### config.mk
export PLATFORM = sky130hd
export DESIGN_NAME = cecd_exec
export DESIGN_NICKNAME = d
export VERILOG_FILES = /design/src/rtl/cecd_pkg.sv /design/src/rtl/cecd_exec.sv /design/src/rtl/cecd_alu.sv
export SDC_FILE = /design/constraint.sdc
export NUM_CORES = 1
export LEC_CHECK = 0
export BUFFER_PORTS_ARGS = -buffer_cell sky130_fd_sc_hd__buf_2
export CORE_MARGIN = 3
export CORE_UTILIZATION = 40
export CTS_CLUSTER_DIAMETER = 40
export CTS_CLUSTER_SIZE = 10
export DETAILED_ROUTE_END_ITERATION = 8
export PLACE_DENSITY_LB_ADDON = 0.15
export SLEW_MARGIN = 20
export SYNTH_ARGS = -nofsm -noshare
export SYNTH_HDL_FRONTEND = slang
export SYNTH_SLANG_ARGS = --single-unit
### constraint.sdc
create_clock -name clk -period 2.08 [get_ports clk]
set_input_delay 0.312 -clock clk [delete_from_list [all_inputs] [get_ports clk]]
set_output_delay 0.312 -clock clk [all_outputs]
set_load 0.02 [all_outputs]
### src/rtl/cecd_pkg.sv
// Purpose: shared constants for the call/clear/decrement execution block
// Assumes: 8-bit data path, 15-bit program counter, 7-bit file address
// Notes: operation codes are local to this block
package cecd_pkg;
  // ==========================================================
  // widths
  localparam int CECD_DW = 8;
  localparam int CECD_PCW = 15;
  localparam int CECD_FW = 7;
  localparam int CECD_LW = 7;
  // ==========================================================
  // field positions of the program counter
  localparam int CECD_PC_LO_MSB = 7;
  localparam int CECD_PC_HI_LSB = 8;
  // ==========================================================
  // reset values and constants
  localparam logic [7:0] CECD_ZERO8 = 8'h00;
  localparam logic [7:0] CECD_ONE8 = 8'h01;
  localparam logic [14:0] CECD_PC_RST = 15'h0000;
  localparam logic [14:0] CECD_PC_INC = 15'h0001;
  // ==========================================================
  // cycle counts
  localparam int CECD_CYC_ONE = 1;
  localparam int CECD_CYC_TWO = 2;
  // ==========================================================
  // operations handled here
  typedef enum logic [2:0] {
    CECD_OP_NONE,
    CECD_OP_CALL_ACC,
    CECD_OP_CLR_FILE,
    CECD_OP_CLR_ACC,
    CECD_OP_WDT_KICK,
    CECD_OP_COMP,
    CECD_OP_DEC,
    CECD_OP_DEC_SKIP
  } cecd_op_t;
endpackage

### src/rtl/cecd_exec.sv
// Purpose: executes call-via-accumulator, clears, watchdog kick, complement, decrements
// Assumes: op_valid pulses one cycle per issued instruction while op_ready is high
// Notes: a two-cycle instruction holds op_ready low for its second cycle
`timescale 1ns/10ps
module cecd_exec import cecd_pkg::*; (
  input wire logic clk,
  input wire logic sys_rst,
  input wire logic op_valid,
  input wire cecd_op_t op,
  input wire logic [CECD_FW-1:0] file_addr,
  input wire logic dest_bit,
  input wire logic [CECD_DW-1:0] file_rdata,
  input wire logic [CECD_LW-1:0] program_counter_upper_latch,
  input wire logic fetch_advance,
  output logic op_ready,
  output logic [CECD_DW-1:0] accumulator,
  output logic [CECD_PCW-1:0] program_counter,
  output logic [CECD_PCW-1:0] stack_top,
  output logic stack_push,
  output logic file_we,
  output logic [CECD_FW-1:0] file_waddr,
  output logic [CECD_DW-1:0] file_wdata,
  output logic result_null_flag,
  output logic watchdog_expiry_flag,
  output logic sleep_entry_flag,
  output logic watchdog_clear,
  output logic discard_next
);
  // ==========================================================
  // state
  typedef enum logic [1:0] {CECD_ST_RUN, CECD_ST_CALL2, CECD_ST_NOP2} cecd_state_t;
  cecd_state_t st_q, st_d; // execution phase
  logic [CECD_DW-1:0] acc_q, acc_d; // accumulator
  logic [CECD_PCW-1:0] pc_q, pc_d; // program counter
  logic [CECD_PCW-1:0] tos_q, tos_d; // stack top
  logic push_q, push_d; // stack push strobe
  logic fwe_q, fwe_d; // file write strobe
  logic [CECD_FW-1:0] fwa_q, fwa_d; // file write address
  logic [CECD_DW-1:0] fwd_q, fwd_d; // file write data
  logic z_q, z_d; // zero flag
  logic to_q, to_d; // expiry flag, active low
  logic pd_q, pd_d; // sleep flag, active low
  logic wdc_q, wdc_d; // watchdog clear strobe
  logic disc_q, disc_d; // discard strobe
  logic [CECD_DW-1:0] alu_res; // alu result
  logic alu_zero; // alu zero detect
  logic take; // instruction accepted

  // ==========================================================
  // result unit
  cecd_alu u_alu (
    .op(op),
    .operand(file_rdata),
    .result(alu_res),
    .result_zero(alu_zero)
  );

  assign take = op_valid && (st_q == CECD_ST_RUN);
  assign op_ready = (st_q == CECD_ST_RUN); // low in second cycle

  // ==========================================================
  // next-state logic
  always_comb begin
    st_d = CECD_ST_RUN;
    acc_d = acc_q;
    pc_d = fetch_advance ? pc_q + CECD_PC_INC : pc_q;
    tos_d = tos_q;
    push_d = 1'b0;
    fwe_d = 1'b0;
    fwa_d = fwa_q;
    fwd_d = fwd_q;
    z_d = z_q;
    to_d = to_q;
    pd_d = pd_q;
    wdc_d = 1'b0;
    disc_d = 1'b0;
    if (take) begin
      case (op)
        CECD_OP_CALL_ACC: begin
          tos_d = pc_q + CECD_PC_INC;
          push_d = 1'b1;
          pc_d = {program_counter_upper_latch, acc_q};
          st_d = CECD_ST_CALL2;
        end
        CECD_OP_CLR_FILE: begin
          fwe_d = 1'b1;
          fwa_d = file_addr;
          fwd_d = CECD_ZERO8;
          z_d = 1'b1;
        end
        CECD_OP_CLR_ACC: begin
          acc_d = CECD_ZERO8;
          z_d = 1'b1;
        end
        CECD_OP_WDT_KICK: begin
          wdc_d = 1'b1;
          to_d = 1'b1;
          pd_d = 1'b1;
        end
        CECD_OP_COMP, CECD_OP_DEC, CECD_OP_DEC_SKIP: begin
          if (dest_bit) begin
            fwe_d = 1'b1;
            fwa_d = file_addr;
            fwd_d = alu_res;
          end else begin
            acc_d = alu_res;
          end
          if (op != CECD_OP_DEC_SKIP) begin
            z_d = alu_zero;
          end else if (alu_zero) begin
            disc_d = 1'b1;
            st_d = CECD_ST_NOP2;
          end
        end
        default: begin
          st_d = CECD_ST_RUN;
        end
      endcase
    end
  end

  // ==========================================================
  // registers
  always_ff @(posedge clk) begin
    if (sys_rst) begin
      st_q <= CECD_ST_RUN;
      acc_q <= CECD_ZERO8;
      pc_q <= CECD_PC_RST;
      tos_q <= CECD_PC_RST;
      push_q <= 1'b0;
      fwe_q <= 1'b0;
      fwa_q <= '0;
      fwd_q <= CECD_ZERO8;
      z_q <= 1'b0;
      to_q <= 1'b1;
      pd_q <= 1'b1;
      wdc_q <= 1'b0;
      disc_q <= 1'b0;
    end else begin
      st_q <= st_d;
      acc_q <= acc_d;
      pc_q <= pc_d;
      tos_q <= tos_d;
      push_q <= push_d;
      fwe_q <= fwe_d;
      fwa_q <= fwa_d;
      fwd_q <= fwd_d;
      z_q <= z_d;
      to_q <= to_d;
      pd_q <= pd_d;
      wdc_q <= wdc_d;
      disc_q <= disc_d;
    end
  end

  assign accumulator = acc_q;
  assign program_counter = pc_q;
  assign stack_top = tos_q;
  assign stack_push = push_q;
  assign file_we = fwe_q;
  assign file_waddr = fwa_q;
  assign file_wdata = fwd_q;
  assign result_null_flag = z_q;
  assign watchdog_expiry_flag = to_q;
  assign sleep_entry_flag = pd_q;
  assign watchdog_clear = wdc_q;
  assign discard_next = disc_q;
endmodule // cecd_exec

### src/rtl/cecd_alu.sv
// Purpose: combinational result unit for complement, decrement, clear
// Assumes: operands valid in the cycle the operation is issued
// Notes: zero detect follows the result
`timescale 1ns/10ps
module cecd_alu import cecd_pkg::*; (
  input wire cecd_op_t op,
  input wire logic [CECD_DW-1:0] operand,
  output logic [CECD_DW-1:0] result,
  output logic result_zero
);
  // ==========================================================
  // result selection
  always_comb begin
    case (op)
      CECD_OP_COMP: result = ~operand;
      CECD_OP_DEC, CECD_OP_DEC_SKIP: result = operand - CECD_ONE8;
      default: result = CECD_ZERO8;
    endcase
    result_zero = (result == CECD_ZERO8);
  end
endmodule // cecd_alu

# Word level (Yosys, flattened, before mapping)
# Index checks and enable logic that the tools add are counted.
[op_classes] add_sub_neg=2 n_mux=20 n_lt_le_gt_ge=0 bitwise=3 eq_ne=11 reduce_logical=15 multipliers=0 div_mod_pow=0 shift=0
[ops] cell="$pmux W8 S2" n=3
[ops] cell="$mux W15" n=3
[ops] cell="$mux W8" n=2
[ops] cell="$add A15 B1 Y15 const B" n=1
[ops] cell="$pmux W7 S2" n=1
[ops] cell="$eq A3 B3 Y1 const B" n=4
[ops] cell="$reduce_and A3 Y1" n=3
[ops] cell="$logic_not A8 Y1" n=1
[ops] cell="$not A8 Y8" n=1
[ops] cell="$sub A8 B1 Y8 const B" n=1
[ops] cell="$mux W7" n=1
[ops] cell="$eq A3 B2 Y1 const B" n=2
[ops] cell="$ne A2 B2 Y1 const B" n=3
[ops] cell="$reduce_bool A2 Y1" n=3
[ops] cell="$reduce_or A2 Y1" n=3
[ops] cell="$mux W1" n=5
[ops] cell="$mux W2" n=2
[ops] cell="$pmux W1 S2" n=2
[ops] cell="$pmux W2 S2" n=1
[ops] cell="$reduce_or A4 Y1" n=1
[ops] cell="$eq A3 B1 Y1 const B" n=1
[ops] cell="$ne A3 B3 Y1 const B" n=1
[ops] cell="$reduce_or A3 Y1" n=1
[ops] cell="$logic_not A2 Y1" n=1
[ops] cell="3 further kinds" n=4
[word_totals] memories=0 ram_bits=0 romBits=0 latch_bits=0 out_inout_bits=61 register_bits=60

# Longest topological paths before layout
[depth] depth_word=7 ltp_mapped=7 ltp_nobuf=7

# Hierarchy
# A second synthesis with hierarchy kept.
[unflattened] cells_unflattened=362 area_unflattened_um2=3047.9
[modules_own_cells] module="cecd_exec" cells_per_inst=317 n_inst=1 area_per_inst_um2=2725.1 seq_area_each_um2=1181.1
[modules_own_cells] module="cecd_alu" cells_per_inst=45 n_inst=1 area_per_inst_um2=322.8 seq_area_each_um2=0.0

# Worst setup path before layout
# OpenSTA, ideal clock, no wires.
[synth_timing] kind="register to register" startpoint="reg pc_q[0], in the netlist program_counter[0]" endpoint="reg pc_q[12], in the netlist program_counter[12]" path_stages_with_launch=7 slack_ns=0.113 t_arrival_ns=1.876 required_time_ns=1.989 path_cell_list="dfxtp_1 > ha_1 > and3_4 > and3_4 > nand4_4 > or3_1 > a311oi_1"
[synth_via] elab_chain_len=4
[synth_rtl] element="start, declared" line_no="cecd_exec.sv:34" source="logic [CECD_PCW-1:0] pc_q, pc_d;"
[synth_rtl] element="start signal, assigned" line_no="cecd_exec.sv:142" source="pc_q <= pc_d;"
[synth_rtl] element="$add A15 B1 Y15 (*)" line_no="cecd_exec.sv:66" source="pc_d = fetch_advance ? pc_q + CECD_PC_INC : pc_q;"
[synth_rtl] element="$mux W15 (*)" line_no="cecd_exec.sv:66"
[synth_rtl] element="$mux W15" line_no="cecd_exec.sv:78" source="case (op)"
[synth_rtl] element="$mux W15 (*)" line_no="cecd_exec.sv:77" source="if (take) begin"
# Mark *: on every way between the ends. The rest lies on a longest branch, timed or not.
# A chain may end at the register's enable or synchronous reset.

# Worst setup path in the final report
[layout_timing] startpoint="reg pc_q[1], in the netlist program_counter[1]" endpoint="reg pc_q[14], in the netlist program_counter[14]"
# Same word-level chain as after synthesis.

==> results <==
- Of the cells placed in the final design, the portion with a size suffix greater than 1 is between 20% and 30%.
- For this configuration, the core starts out at a cell density of a little over two fifths.
- The number of enable-type register cells in the synthesized netlist is 0.
- During synthesis, Yosys emitted a total of 0 warnings.
- Including well taps, the total number of placed cells is ~520.
- Final hold analysis gives a worst-case slack of slightly above 0.2 ns.
- The commonest register cell after synthesis is sky130_fd_sc_hd__dfxtp_1.
- The first global-routing pass estimated about 12 mm of wire.
- The post-route core utilization is between 50% and 60%.
- Counting flops and latches in the post-synthesis netlist gives between 50 and 60.
- The routability-driven placement congestion ratio is 0.8858.
- The diode insertion count for antenna repair is 0.
- VDD sags by at most 459.1 uV.
- The number of failing hold endpoints at the final stage came to 0.
- Setup violations remaining at the end of the flow were counted as 0.
- The clock latency of the later-clocked register in the worst-skew pair is roughly 0.34 ns.
- The floorplan die height is ~91 um.
- The clock input transition at the sequential cells of the worst setup and hold paths is 0.07 ns.
- The final HPWL from detailed placement is about 5.3 mm.
- The H-tree was split into 3 levels.
- The floorplan step defined a die boundary enclosing about 8300 um2.
- The first TritonRoute pass finished after 4 iterations.
- For this block, the initial DRC count from the detailed router was 91.
- Setup repair after global routing left no endpoint under its margin.
- The sum of internal, switching and leakage power is approximately 2.8 mW.
- The critical path startpoint category is a register.
- Buffers added to address setup during post-CTS repair amount to 0.
- The fraction of the yosys area taken by sequential cells is between 40% and 50%.
- The TritonCTS buffer count is 9.
- No sink is reached through more buffers than the 2 on the longest clock path.
- The finished cells cover roughly 3600 um2.
- The number of different library cells used by synthesis comes to 50.
- In this run the worst hold path is classified as primary input to register.
- The number of antenna violations at the first check in global routing is 0.
- The maximum number of pins on one net before global-route repair is 32.
- The data arrival at the endpoint of the critical path is approximately 2.2 ns.
- For this block, the via count after detailed routing is 2682.
- The standard cell core area is 6907 um2.
- The number of vias per cell is 5.041.
- The worst setup slack after placement is a little over 0.1 ns.
- After detailed routing, the number of remaining DRC violations is 0.
- On the final layout, the worst clock skew is between 0.006 and 0.007 ns.
- The count of max-cap constraint violations is 0.
- The power density over the cells is roughly 770 nW/um2.
- The number of sinks driven by the clock tree is 59.
- The run finished with clean final reports.
- Excluding fillers, the count of instances in the completed layout stands at 532.
- The floorplan die width is slightly above 90 um.
- The count of nets left with antenna violations once routing finished came out at 0.
- The fmax is 0.5251 GHz.
- Adding up every negative setup slack in the final design gives 0 ns.
- The aggregate global-route resource usage is ~18%.
- The cell count after synthesis came out at ~350.
- The CTS tree is done.
- The count of pins over their slew limit is 0.
- The most common cell after layout, fill and taps aside is sky130_fd_sc_hd__buf_2.
- In the synthesized netlist the async set-or-reset flop fraction comes to 0%.
- After the last flow step, the layout net total stands at around 460.
- The floorplan has 30 rows.
- The placed instances occupy a cell area of between 3000 and 4000 um2.
- The top cell types in the final layout, fill and taps aside, are 88 x sky130_fd_sc_hd__buf_2, 58 x sky130_fd_sc_hd__dfxtp_1, 50 x sky130_fd_sc_hd__nor2_1.
- The total routed wirelength is between 7 and 8 mm.
- In this run the count of I/O pins placed on the die edge is 91.
- STA classifies the critical path endpoint as a register.
- After detailed routing, the average wire length per cell comes to 13.66 um.
- The number of fill cells in the layout is 732.
- Buffers inserted to repair hold after CTS numbered 0.
- For this run the aggregate overflow at the end of global routing stands at 0.
- The worst-case setup margin in the final layout is 0.1754 ns.
- For the pin with the worst max-slew slack, the measured transition is about 0.56 ns.
- For the worst setup path, the data required time is 2.33 ns.
- The start-to-end type of the worst setup path is register to register.
- The final worst-path cycle share is roughly nine tenths.
- In this run the worst path has a maximum fanout of 7.
- The netlist area before placement is 2910 um2.
- The area added between synthesis and finish is 24.85%.
- For this design the static power due to leakage is roughly 1.6 nW.
- The number of global-route vias before repair is between 2000 and 2500.
- The cell sitting at the root of the clock tree is a sky130_fd_sc_hd__clkbuf_8.
- In this run the tightest slew margin relative to its limit is between 60% and 70%.
- The clock period minus worst slack is around 1.9 ns.
- Input and output buffers added on the ports amount to 88.
- A synthesized cell averages roughly 8.4 um2.
==> routing by layer <==
layer  track usage (%)  share of wire [%]  vias to the layer above
met5                 0                  0                        -
met3             6.462                6.5                        6
met1             21.65                 45                     1208
met4             3.769               0.81                        0
met2             29.74                 48                       77
li1                  -                  -                     1391
==> path summary, 6_finish.rpt <==
kind / from / end / slack [ns] / depth (start not counted)
setup / recovery: program_counter[1] / program_counter[14] / 0.18 / 6
hold reg to reg: file_waddr[4] / file_waddr[4] / 0.45 / 2
hold / removal: file_addr[1] / file_waddr[1] / 0.20 / 3
setup reg to reg: program_counter[1] / program_counter[14] / 0.18 / 6
==> logic make-up after synthesis <==
family                     Yosys count  share of synthesized area (%)
and+or+nand+nor                    145                          24.16
buffers and inverters               31                          5.804
muxes                                7                          2.451
other                                1                         0.1289
DFF                                 59                          40.58
xor gates and xnor gates            25                          7.524
adders and majority gates            2                         0.8597
AOI/OAI and AO/OA                   77                          18.49
==> worst max-delay path, cell delays in order (launching register included) <==
cell	delay [ns]
sky130_fd_sc_hd__dfxtp_1	0.37
sky130_fd_sc_hd__ha_1	0.21
sky130_fd_sc_hd__and3_4	0.23
sky130_fd_sc_hd__and3_4	0.22
sky130_fd_sc_hd__nand4_4	0.15
sky130_fd_sc_hd__or3_1	0.38
sky130_fd_sc_hd__a311oi_1	0.26
==> state kept, by name, indices dropped and copies added (netlist names) <==
name and cells:
file_wdata 8, file_waddr 7, stack_top 15, st_q 1
stack_push 1, file_we 1, program_counter 15, accumulator 8
watchdog_clear 1, result_null_flag 1, discard_next 1
==> final cells by class <==
cell class                      instances  area (um2)  share of cell area [%]
Multi-Input combinational cell        258        1569                   43.18
Sequential cell                        59        1182                   32.54
Timing Repair Buffer                   98       515.5                   14.19
Clock buffer                           12       155.1                   4.270
Tap cell                               96       120.1                   3.306
Clock inverter                          4       72.57                   1.997
Inverter                                5       18.77                  0.5165
==> where the power goes <==
group	switching [mW]	total (mW)	internal, mW
clock network	0.449	1.19	0.738
registers	0.0402	1.22	1.18
logic	0.240	0.385	0.145
total	0.729	2.79	2.06
==> Yosys cell counts, types with 3 or more instances <==
master	instances	area share [%]
sky130_fd_sc_hd__xnor2_1	9	2.7
sky130_fd_sc_hd__and3_1	3	0.64
sky130_fd_sc_hd__a211oi_1	29	7.5
sky130_fd_sc_hd__a311oi_1	7	2.1
sky130_fd_sc_hd__clkbuf_8	3	1.4
sky130_fd_sc_hd__nand4_1	6	1.3
sky130_fd_sc_hd__nand3_1	10	1.7
sky130_fd_sc_hd__or3_1	6	1.3
sky130_fd_sc_hd__clkbuf_1	13	1.7
sky130_fd_sc_hd__nor3_1	5	0.86
sky130_fd_sc_hd__inv_1	5	0.64
sky130_fd_sc_hd__nand2b_1	3	0.64
sky130_fd_sc_hd__xor2_1	16	4.8
sky130_fd_sc_hd__dfxtp_1	59	41
sky130_fd_sc_hd__nor4_1	4	0.86
sky130_fd_sc_hd__o21a_1	3	0.77
sky130_fd_sc_hd__a21oi_1	18	3.1
sky130_fd_sc_hd__mux2i_1	6	2.1
sky130_fd_sc_hd__nor3b_1	3	0.77
sky130_fd_sc_hd__o21ai_0	7	1.2
sky130_fd_sc_hd__nor2_1	50	6.4
sky130_fd_sc_hd__nand2_1	40	5.2
sky130_fd_sc_hd__buf_2	6	1.0
sky130_fd_sc_hd__and2_1	3	0.64
==> what timing repair did <==
| item | CTS | global route |
|---|---|---|
| gates resized for setup | 0 | 1 |
| endpoints found under the hold margin | 0 | 0 |
| setup endpoints to repair | 0 | 3 |
(Power assumes the default switching activity.)
